$ cat src/verilog/modem_ctl_pkg.sv
// ==========================================================================
// shared constants and types
package modem_ctl_pkg;

  // ========================================================================
  // register addresses on the serial control bus
  localparam logic [7:0] ADDR_OUT_GAIN = 8'hB0;
  localparam logic [7:0] ADDR_IN_ROUTE = 8'hB1;
  localparam logic [7:0] ADDR_TX_WORD0 = 8'hB5;
  localparam logic [7:0] ADDR_RX_WORD0 = 8'hB6;
  localparam logic [7:0] ADDR_MODE_CTRL = 8'hC1;
  localparam logic [7:0] ADDR_VOC_GAIN = 8'hC3;
  localparam logic [7:0] ADDR_STATUS = 8'hC6;
  localparam logic [7:0] ADDR_MODEM_CFG = 8'hC7;
  localparam logic [7:0] ADDR_PROGRAM = 8'hC8;
  localparam logic [7:0] ADDR_IRQ_MASK = 8'hCE;

  // ========================================================================
  // field positions
  localparam int INVERT_BIT = 7;
  localparam int CODEC_EN_BIT = 0;
  localparam int IN1_SRC_LSB = 2;
  localparam int IN2_SRC_LSB = 4;
  localparam int CFG_MOD_IQ_BIT = 0;
  localparam int CFG_VOC_DIS_BIT = 5;
  localparam int DEMOD_FLIP_BIT = 1;
  localparam int HOST_ADDR_BITS = 8;
  localparam int HOST_WORD_BITS = 24;
  localparam logic [15:0] PROG_PTR_DEMOD = 16'h000A;

  // ========================================================================
  // mode field codes, control sub-field codes and reset values
  localparam logic [3:0] CODE_IDLE = 4'h0;
  localparam logic [3:0] CODE_RX = 4'h1;
  localparam logic [3:0] CODE_TX = 4'h2;
  localparam logic [3:0] CODE_PASS = 4'h4;
  localparam logic [3:0] CODE_RX_CAL = 4'h5;
  localparam logic [3:0] CODE_RX_PSAVE = 4'h9;
  localparam logic [3:0] CTRL_IDLE = 4'h0;
  localparam logic [3:0] CTRL_FORMATTED = 4'h1;
  localparam logic [3:0] CTRL_RX_RAW = 4'h2;
  localparam logic [3:0] CTRL_TX_SETUP = 4'h5;
  localparam logic [3:0] CTRL_ABORT = 4'h7;
  localparam logic [15:0] REG_RESET = 16'h0000;

  // operating modes, one-hot
  typedef enum logic [5:0] {
    MODE_IDLE = 6'b000001,
    MODE_RX = 6'b000010,
    MODE_TX = 6'b000100,
    MODE_PASS = 6'b001000,
    MODE_RX_CAL = 6'b010000,
    MODE_RX_PSAVE = 6'b100000
  } mode_t;

  // one word moved to the external vocoder in pass-through
  typedef struct packed {
    logic [7:0] addr;
    logic [15:0] data;
  } voc_xfer_t;

endpackage : modem_ctl_pkg

$ cat src/verilog/modem_mode_routing_control.sv
// Functional notes
// RQ1: low four mode bits select idle, rx, tx, pass-through, rx cal, rx powersave.
// RQ2: receive enable pin follows bit 0, transmit enable bit 1, both active low.
// RQ3: reset leaves the block in idle mode with no host action.
// RQ4: auxiliary converter inputs keep sampling in idle whenever enabled.
// RQ5: programming register writes are taken only in idle mode.
// RQ6: pass-through is refused while in a receive or transmit mode.
// RQ7: pass-through moves word zero to or from the addressed vocoder register.
// RQ8: control sub-field is ignored while pass-through is selected.
// RQ9: bits 7 to 4 select the modem action; reserved codes are refused.
// RQ10: host writes mode and control sub-field in one bus write.
// RQ11: routing field bits 5 to 2 can swap the i and q inputs.
// RQ12: output gain bit 7 inverts the analogue receive inputs.
// RQ13: block 0 word 10 bit 1 inverts the demodulated symbols.
// RQ14: second input path is used only in external codec mode.
// RQ15: host routes input 1 to limiter detector, input 2 to secondary.
// RQ16: outputs carry two-point or i/q signals per modulation type.
// RQ17: formatted modes route audio via vocoder for speech unless disabled.
// RQ18: vocoder gain register contents are forwarded to the vocoder.
// RQ19: host should watch the interrupt pin rather than poll status; this block has no interrupt pin and never decodes ADDR_IRQ_MASK.
// RQ20: input 1 may take secondary, limiter detector or voice pickup.
// RQ21: rx or tx speeds the clock and wakes vocoder; idle slows it.
// RQ22: reserved mode or control codes leave mode and pins unchanged.
`timescale 1ns/10ps
module modem_mode_routing_control import modem_ctl_pkg::*; (
  // clock and reset
  input wire logic clk,
  input wire logic rstn,
  // serial control bus pins
  input wire logic host_csn_n,
  input wire logic host_sclk,
  input wire logic host_din,
  output logic host_dout,
  output logic host_dout_oe,
  // external vocoder transfer
  output voc_xfer_t voc_xfer,
  output logic voc_xfer_stb,
  input wire logic [15:0] voc_rdata,
  input wire logic voc_rvalid,
  output logic [15:0] voc_gain,
  output logic voc_gain_stb,
  // loose inputs from the modem core
  input wire logic aux_adc_enable,
  input wire logic sacch_speech,
  // pins and routing controls
  output logic receive_enable_pin_n,
  output logic transmit_enable_pin_n,
  output mode_t current_mode,
  output logic [3:0] modem_action,
  output logic fast_clock_req,
  output logic vocoder_wake,
  output logic aux_sample_en,
  output logic input_invert,
  output logic [1:0] in1_source,
  output logic [1:0] in2_source,
  output logic in2_path_en,
  output logic demod_polarity_flip,
  output logic mod_iq_select,
  output logic vocoder_route
);

  // ========================================================================
  // decode helpers
  function automatic logic rx_family(input mode_t m);
    rx_family = (m == MODE_RX) || (m == MODE_RX_CAL) || (m == MODE_RX_PSAVE);
  endfunction : rx_family

  function automatic logic mode_known(input logic [3:0] c);
    mode_known = (c == CODE_IDLE) || (c == CODE_RX) || (c == CODE_TX) ||
                 (c == CODE_PASS) || (c == CODE_RX_CAL) || (c == CODE_RX_PSAVE);
  endfunction : mode_known

  // ========================================================================
  // pin synchronisers: only stage two and the edge register are read
  logic [2:0] sync1_q;
  logic [2:0] sync2_q;
  logic sclk_prev_q;
  always_ff @(posedge clk or negedge rstn) begin
    if (!rstn) begin
      sync1_q <= 3'h1;
      sync2_q <= 3'h1;
      sclk_prev_q <= 1'b0;
    end else begin
      sync1_q <= {host_din, host_sclk, host_csn_n};
      sync2_q <= sync1_q;
      sclk_prev_q <= sync2_q[1];
    end
  end

  wire frame = ~sync2_q[0];
  wire sclk_rise = frame & sync2_q[1] & ~sclk_prev_q;
  wire sclk_fall = frame & ~sync2_q[1] & sclk_prev_q;

  // ========================================================================
  // serial shifter: one address byte then sixteen data bits, msb first
  logic [4:0] bit_cnt_q;
  logic [22:0] shift_q;
  logic [15:0] rd_shift_q;
  logic dout_oe_q;
  wire [23:0] word_w = {shift_q, sync2_q[2]};
  wire [7:0] wr_addr = word_w[23:16];
  wire [15:0] wr_data = word_w[15:0];
  wire addr_done = sclk_rise && (bit_cnt_q == 5'(HOST_ADDR_BITS - 1));
  wire wr_fire = sclk_rise && (bit_cnt_q == 5'(HOST_WORD_BITS - 1)) && !dout_oe_q;

  // counter saturates so extra clocks in a frame do nothing
  always_ff @(posedge clk or negedge rstn) begin
    if (!rstn) begin
      bit_cnt_q <= 5'h00;
      shift_q <= 23'h000000;
    end else if (!frame) begin
      bit_cnt_q <= 5'h00;
    end else if (sclk_rise) begin
      shift_q <= word_w[22:0];
      if (bit_cnt_q != 5'(HOST_WORD_BITS)) begin
        bit_cnt_q <= bit_cnt_q + 5'h01;
      end
    end
  end

  // ========================================================================
  // mode field write decode
  mode_t mode_q;
  logic [3:0] ctrl_q;
  wire is_mode_wr = wr_fire && (wr_addr == ADDR_MODE_CTRL);
  wire [3:0] new_code = wr_data[3:0];
  wire [3:0] new_ctrl = wr_data[7:4];
  wire active = rx_family(mode_q) || (mode_q == MODE_TX);
  mode_t new_mode;
  always_comb begin
    unique case (new_code) // RQ1
      CODE_RX: new_mode = MODE_RX;
      CODE_TX: new_mode = MODE_TX;
      CODE_PASS: new_mode = MODE_PASS;
      CODE_RX_CAL: new_mode = MODE_RX_CAL;
      CODE_RX_PSAVE: new_mode = MODE_RX_PSAVE;
      default: new_mode = MODE_IDLE;
    endcase
  end

  // reserved actions differ between receive and transmit
  wire ctrl_ok = (new_mode == MODE_PASS) || // RQ8
                 ((new_ctrl <= CTRL_ABORT) && // RQ9
                  !(rx_family(new_mode) && new_ctrl == CTRL_TX_SETUP) &&
                  !(new_mode == MODE_TX && new_ctrl == CTRL_RX_RAW));
  wire pass_refused = (new_mode == MODE_PASS) && active; // RQ6
  wire mode_take = is_mode_wr && mode_known(new_code) && ctrl_ok && !pass_refused; // RQ22

  // mode, action and enable pins move together on one accepted write
  always_ff @(posedge clk or negedge rstn) begin
    if (!rstn) begin
      mode_q <= MODE_IDLE; // RQ3
      ctrl_q <= CTRL_IDLE;
      receive_enable_pin_n <= 1'b1;
      transmit_enable_pin_n <= 1'b1;
    end else if (mode_take) begin
      mode_q <= new_mode;
      ctrl_q <= (new_mode == MODE_PASS) ? CTRL_IDLE : new_ctrl; // RQ8
      receive_enable_pin_n <= ~new_code[0]; // RQ2
      transmit_enable_pin_n <= ~new_code[1]; // RQ2
    end
  end

  // ========================================================================
  // routing and gain registers
  logic [15:0] cfg_q;
  logic voc_dis;
  wire [1:0] in1_w = wr_data[IN1_SRC_LSB +: 2];
  wire [1:0] in2_w = wr_data[IN2_SRC_LSB +: 2];
  assign voc_dis = cfg_q[CFG_VOC_DIS_BIT];
  always_ff @(posedge clk or negedge rstn) begin
    if (!rstn) begin
      input_invert <= 1'b0;
      in1_source <= 2'h0;
      in2_source <= 2'h0;
      in2_path_en <= 1'b0;
      cfg_q <= REG_RESET;
    end else if (wr_fire) begin
      if (wr_addr == ADDR_OUT_GAIN) begin
        input_invert <= wr_data[INVERT_BIT]; // RQ12
      end
      if (wr_addr == ADDR_IN_ROUTE) begin
        in1_source <= in1_w; // RQ20 RQ11
        in2_source <= in2_w; // RQ11
        in2_path_en <= wr_data[CODEC_EN_BIT]; // RQ14
      end
      if (wr_addr == ADDR_MODEM_CFG) begin
        cfg_q <= wr_data;
      end
    end
  end

  // ========================================================================
  // programming register: pointer word, then data word, idle only
  logic [15:0] prog_ptr_q;
  logic prog_phase_q;
  wire prog_take = wr_fire && (wr_addr == ADDR_PROGRAM) && (mode_q == MODE_IDLE); // RQ5
  always_ff @(posedge clk or negedge rstn) begin
    if (!rstn) begin
      prog_ptr_q <= REG_RESET;
      prog_phase_q <= 1'b0;
      demod_polarity_flip <= 1'b0;
    end else if (prog_take) begin
      prog_phase_q <= ~prog_phase_q;
      if (!prog_phase_q) begin
        prog_ptr_q <= wr_data;
      end else if (prog_ptr_q == PROG_PTR_DEMOD) begin
        demod_polarity_flip <= wr_data[DEMOD_FLIP_BIT]; // RQ13
      end
    end
  end

  // ========================================================================
  // vocoder traffic: pass-through words and gain forwarding
  logic [15:0] rx_word0_q;
  wire pass_tx = wr_fire && (wr_addr == ADDR_TX_WORD0) && (mode_q == MODE_PASS);
  always_ff @(posedge clk or negedge rstn) begin
    if (!rstn) begin
      voc_xfer <= '0;
      voc_xfer_stb <= 1'b0;
      rx_word0_q <= REG_RESET;
      voc_gain <= REG_RESET;
      voc_gain_stb <= 1'b0;
    end else begin
      voc_xfer_stb <= pass_tx; // RQ7
      voc_gain_stb <= wr_fire && (wr_addr == ADDR_VOC_GAIN); // RQ18
      if (pass_tx) begin
        voc_xfer <= '{addr: prog_ptr_q[7:0], data: wr_data}; // RQ7
      end
      if (voc_rvalid && mode_q == MODE_PASS) begin
        rx_word0_q <= voc_rdata; // RQ7
      end
      if (wr_fire && wr_addr == ADDR_VOC_GAIN) begin
        voc_gain <= wr_data; // RQ18
      end
    end
  end

  // ========================================================================
  // derived controls, registered so every output leaves a flip-flop
  wire formatted = (rx_family(mode_q) || mode_q == MODE_TX) && (ctrl_q == CTRL_FORMATTED);
  always_ff @(posedge clk or negedge rstn) begin
    if (!rstn) begin
      fast_clock_req <= 1'b0;
      vocoder_wake <= 1'b0;
      aux_sample_en <= 1'b0;
      mod_iq_select <= 1'b0;
      vocoder_route <= 1'b0;
    end else begin
      fast_clock_req <= active; // RQ21
      vocoder_wake <= active; // RQ21
      aux_sample_en <= aux_adc_enable; // RQ4
      mod_iq_select <= cfg_q[CFG_MOD_IQ_BIT]; // RQ16
      vocoder_route <= formatted && sacch_speech && !voc_dis; // RQ17
    end
  end
  assign current_mode = mode_q;
  assign modem_action = ctrl_q;

  // ========================================================================
  // read path: status and received word zero; others stay undriven
  wire is_rd_addr = (word_w[7:0] == ADDR_STATUS) || (word_w[7:0] == ADDR_RX_WORD0);
  wire [15:0] status_w = {4'h0, ctrl_q, mode_q, 1'b0, (mode_q == MODE_IDLE)};
  wire [15:0] rd_val = (word_w[7:0] == ADDR_STATUS) ? status_w : rx_word0_q;
  always_ff @(posedge clk or negedge rstn) begin
    if (!rstn) begin
      rd_shift_q <= REG_RESET;
      dout_oe_q <= 1'b0;
    end else if (!frame) begin
      dout_oe_q <= 1'b0;
    end else if (addr_done && is_rd_addr) begin
      rd_shift_q <= rd_val;
      dout_oe_q <= 1'b1;
    end else if (sclk_fall && dout_oe_q && bit_cnt_q != 5'(HOST_ADDR_BITS)) begin
      rd_shift_q <= {rd_shift_q[14:0], 1'b0};
    end
  end
  assign host_dout = rd_shift_q[15];
  assign host_dout_oe = dout_oe_q;

  // ========================================================================
  // checks
  property p_reset_idle;
    @(posedge clk) disable iff (!rstn)
      !$past(rstn) |-> mode_q == MODE_IDLE && receive_enable_pin_n && transmit_enable_pin_n;
  endproperty
  a_reset_idle: assert property (p_reset_idle) else $error("not idle after reset"); // RQ3

  property p_pins;
    @(posedge clk) disable iff (!rstn)
      receive_enable_pin_n == !rx_family(mode_q) &&
      transmit_enable_pin_n == !(mode_q == MODE_TX);
  endproperty
  a_pins: assert property (p_pins) else $error("enable pins disagree with mode"); // RQ2

  property p_rx_decode;
    @(posedge clk) disable iff (!rstn)
      is_mode_wr && new_code == CODE_RX && new_ctrl == CTRL_FORMATTED |=> mode_q == MODE_RX;
  endproperty
  a_rx_decode: assert property (p_rx_decode) else $error("rx code not decoded"); // RQ1

  property p_reserved;
    @(posedge clk) disable iff (!rstn)
      is_mode_wr && (!mode_known(new_code) || !ctrl_ok) |=> $stable(mode_q) && $stable(ctrl_q);
  endproperty
  a_reserved: assert property (p_reserved) else $error("reserved code changed mode"); // RQ22

  property p_pass_refused;
    @(posedge clk) disable iff (!rstn)
      is_mode_wr && new_code == CODE_PASS && active |=> mode_q != MODE_PASS;
  endproperty
  a_pass_refused: assert property (p_pass_refused) else $error("pass entered from rx/tx"); // RQ6

  property p_prog_idle;
    @(posedge clk) disable iff (!rstn)
      $changed(prog_ptr_q) || $changed(demod_polarity_flip) |-> $past(mode_q) == MODE_IDLE;
  endproperty
  a_prog_idle: assert property (p_prog_idle) else $error("program write outside idle"); // RQ5

  property p_pass_ctrl;
    @(posedge clk) disable iff (!rstn)
      mode_q == MODE_PASS |-> ctrl_q == CTRL_IDLE;
  endproperty
  a_pass_ctrl: assert property (p_pass_ctrl) else $error("action kept in pass"); // RQ8

  property p_pass_xfer;
    @(posedge clk) disable iff (!rstn)
      voc_xfer_stb |-> $past(mode_q) == MODE_PASS && voc_xfer.addr == prog_ptr_q[7:0];
  endproperty
  a_pass_xfer: assert property (p_pass_xfer) else $error("bad pass-through transfer"); // RQ7

  property p_clock_speed;
    @(posedge clk) disable iff (!rstn)
      ##1 fast_clock_req == $past(active) && vocoder_wake == fast_clock_req;
  endproperty
  a_clock_speed: assert property (p_clock_speed) else $error("clock request wrong"); // RQ21

  property p_route;
    @(posedge clk) disable iff (!rstn)
      vocoder_route |-> $past(formatted) && $past(sacch_speech) && !$past(voc_dis);
  endproperty
  a_route: assert property (p_route) else $error("vocoder routed wrongly"); // RQ17

endmodule : modem_mode_routing_control

$ cat config.mk
export PLATFORM = sky130hd
export DESIGN_NAME = modem_mode_routing_control
export DESIGN_NICKNAME = d
export VERILOG_FILES = /design/src/verilog/modem_ctl_pkg.sv /design/src/verilog/modem_mode_routing_control.sv
export SDC_FILE = /design/constraint.sdc
export NUM_CORES = 1
export LEC_CHECK = 0
export ABC_AREA = 1
export BUFFER_PORTS_ARGS = -buffer_cell sky130_fd_sc_hd__buf_2
export CORE_UTILIZATION = 46
export CTS_BUF_LIST = sky130_fd_sc_hd__clkbuf_8
export DETAILED_ROUTE_END_ITERATION = 7
export GPL_ROUTABILITY_DRIVEN = 1
export PLACE_DENSITY = 0.72
export REMOVE_ABC_BUFFERS = 1
export SKIP_CTS_REPAIR_TIMING = 1
export SYNTH_ARGS = -nofsm -noshare
export SYNTH_HDL_FRONTEND = slang
export SYNTH_SLANG_ARGS = --single-unit
$ cat constraint.sdc
create_clock -name clk -period 1.55 [get_ports clk]
set_input_delay 0.465 -clock clk [delete_from_list [all_inputs] [get_ports clk]]
set_output_delay 0.465 -clock clk [all_outputs]
set_load 0.05 [all_outputs]
==> run_results.csv <==
group,metric,value,unit
synthesis,synthAdderAreaFrac,0.3831,%
global_routing,grt_first_pass_wirelength,24460,um
timing,slew_headroom,72.74,%
critical_path,critPathLaunchType,"register",
critical_path,cp-startpoint,"current_mode[0]$_DFFE_PN1P_",
status,status,"complete, but fails checks",
critical_path,arrival,1.31,ns
run,maxCapViolations,0,
cts,cts_root_buffer,"clkbuf_8",
floorplanning,start_util,47.05,%
global_routing,antenna_found_initial,1,
power_and_ir_drop,power.leakage,4.809,nW
timing,setup_violations,111,
placement,placed_cell_area,0.007761,sq mm
critical_path,slowest_stage,"dfstp_2",
global_routing,grt_use_total,21.62,%
synthesis,yosys.cell_types.count,34,
routing,drt_iter0_markers,445,
timing,worst_pin_slew,0.4090,ns
final_layout,final_util,71.46,%
global_routing,grt_start_max_net_pins,41,
placement,io_buffers,91,
critical_path,rr_startpoint,"bit_cnt_q[0]$_DFFE_PN0P_",
final_layout,areaGrowthSynthToFinish,51.88,%
synthesis,netlist_instances,746,
critical_path,criticalPathCategory,"reg -> out",
timing,grt_setup_unrepaired,"yes",
routing,drc,0,
routing,ant_nets,0,
cts,path_clk_slew,0.09,ns
global_routing,grt_pass1_vias,5066,
critical_path,worst_setup_path_end_kind,"output port",
cts,clk_latency,0.47,ns
floorplanning,dieArea,0.01468,sq mm
cts,cts_tree,"yes",
timing,finalMaxSlewViolations,0,
global_routing,grt_overflow,0,
timing,fin_worst_skew,0.01441,ns
critical_path,cp_cell_sequence,"buf_6 > buf_8",
synthesis,synthMuxAreaShare,0.8621,%
synthesis,synth_top_area_cell,"dfrtp_1",
floorplanning,ios,92,
synthesis,synth_compound_area_share,7.989,%
final_layout,final_area,0.009920,sq mm
synthesis,ys.flop_type,"dfrtp_1",
routing,avgRoutedWirePerCell,17.46,um
timing,finalHoldViolations,0,
timing,min_period_over_period,114.3,%
cts,clockBufferDepth,2,
cts,cts.sinks,152,
cts,cts_buffers,17,
critical_path,slowest_delay,0.58,ns
routing,firstDrtPassIters,5,
routing,num_vias,6199,
final_layout,layout_commonest_cell,"nand2_1",
synthesis,synth_top_family_by_area,"simple AND/OR/NAND/NOR gates",
min_path,hp-start,"host_csn_n",
floorplanning,rows,43,
floorplanning,dieWidth,121.2,um
final_layout,drive_gt1_share,43.69,%
synthesis,netlist_top_cells_area,"dfrtp_1 (56%), nand2_1 (14%), o21ai_0 (7.1%), inv_1 (4.0%), nand3_1 (4.0%)",
timing,fmax,564.3,MHz
synthesis,synth_edf_count,0,
final_layout,nets,979,
synthesis,synth-seq-cells,152,
cts,htreeDepth,4,
synthesis,avgSynthCellArea,8.755,sq um
power_and_ir_drop,power_density,828.2,mW/mm^2
final_layout,final_cell_mix,"nand2_1 (165), dfrtp_1 (142), buf_4 (96)",
floorplanning,core_area,0.01388,sq mm
timing,setup_slack,-0.2220,ns
power_and_ir_drop,max-vdd-ir-drop,600.9,uV
min_path,hp-class,"in -> reg",
floorplanning,die_h,121.2,um
status,violations,"setup timing",
placement,place.gp.congestion,0.8560,
timing,fin_crit,1.772,ns
synthesis,synthArstFlopShare,100.0,%
synthesis,synthXorXnorAreaFrac,0,%
routing,via_per_inst,5.405,
critical_path,worstPathRequired,1.08,ns
timing,finalHoldWorstSlack,0.08946,ns
synthesis,yosysWarnings,0,
synthesis,synth-simple-area-share,25.80,%
routing,drt_wl_total,20030,um
critical_path,cp_max_fo,4,
power_and_ir_drop,power,8.215,mW
synthesis,syn_area,0.006531,sq mm
synthesis,yosysSeqAreaShare,58.33,%
placement,dp.final_hpwl,10350,um
synthesis,synth_top_area_share,56.32,%
## registers in the layout (all words and copies together) (netlist names), 2 cells and up
signal / flops
current_mode: 6
in1_source: 2
in2_source: 2
voc_xfer: 24
modem_action: 4
bit_cnt_q: 5
prog_ptr_q: 16
voc_gain: 16
rx_word0_q: 16
rd_shift_q: 16
cfg_q: 2
sync1_q: 3
shift_q: 23
sync2_q: 3
## cell type report
| cell class | count | area, sq um |
|---|---|---|
| antenna | 1 | 2.502 |
| clock buffer | 17 | 234.0 |
| clock inverter | 15 | 175.2 |
| fill | 913 | 3961 |
| inverter | 76 | 300.3 |
| multi-input combinational | 489 | 3018 |
| sequential | 152 | 3816 |
| tap | 180 | 225.2 |
| timing repair buffer | 217 | 2148 |
## cells in the mapped netlist (2+ instances only)
| cell type | n |
|---|---|
| a21oi_1 | 4 |
| nand3_1 | 52 |
| nand2_4 | 4 |
| nor2_4 | 2 |
| nand4_1 | 20 |
| clkbuf_1 | 13 |
| buf_2 | 11 |
| buf_1 | 3 |
| o21ai_1 | 6 |
| nand3b_1 | 7 |
| nand2_2 | 2 |
| inv_1 | 70 |
| nor3_1 | 9 |
| buf_6 | 2 |
| nand2_1 | 235 |
| inv_2 | 5 |
| nor2_2 | 4 |
| mux2_2 | 5 |
| ha_1 | 2 |
| dfstp_2 | 5 |
| dfrtp_1 | 147 |
| nor2_1 | 34 |
| o21ai_0 | 93 |
## logic make-up (layout without fill, tap and decap cells)
group	after synthesis	count (layout)
buf+inv	106	325
simple gates	377	378
mux	5	5
other cells	0	1
compound gates	104	104
fa+ha+maj	2	2
flops	152	152
## per-stage QoR
stage / worst slack (ns) / TNS, ns / std cells
global route: -0.2749 / -18.24 / 1147
global placement: -0.05990 / -0.7778 / 1062
floorplan: -0.5389 / -38.36 / 716
detailed placement: -0.1128 / -3.377 / 1062
finish: -0.2220 / -9.417 / 1147
CTS: -0.3361 / -7.552 / 1094
## worst paths after layout
check                           cells after the start  slack [ns]                     endpoint
worst max-delay path                                2       -0.22              current_mode[0]
worst min-delay path                                1        0.09         sync1_q[0]$_DFF_PN1_
worst max register to register                      9       -0.19     voc_xfer[20]$_DFFE_PN0P_
worst min register to register                      0        0.36         sync2_q[1]$_DFF_PN0_
max in group asynchronous                           3        0.52  current_mode[0]$_DFFE_PN1P_
min in group asynchronous                           2        0.46     voc_gain[11]$_DFFE_PN0P_
## routing by layer
layer | share of wire, % | routed length [um] | vias to the layer above | GRT usage (%)
li1 | - | - | 2831 | -
met1 | 40 | 7952 | 3009 | 29.64
met2 | 50 | 9981 | 269 | 33.71
met3 | 6.1 | 1217 | 90 | 5.122
met4 | 4.4 | 873 | 0 | 7.407
met5 | 0 | 0 | - | 0
## critical path, delay by kind of cell, from the launching register on
family,cells,cell delay (ns)
DFF,1,0.58
buffers and inverters,2,0.26
## report_power, final
group / leakage (nW) / switching, mW / total [mW] / internal [mW]
registers: 2.04 / 0.0927 / 4.15 / 4.06
clock network: 0.204 / 1.62 / 3.21 / 1.60
logic: 2.56 / 0.544 / 0.853 / 0.309
total: 4.81 / 2.25 / 8.21 / 5.96
No activity file was read; power rests on OpenSTA's default activity.
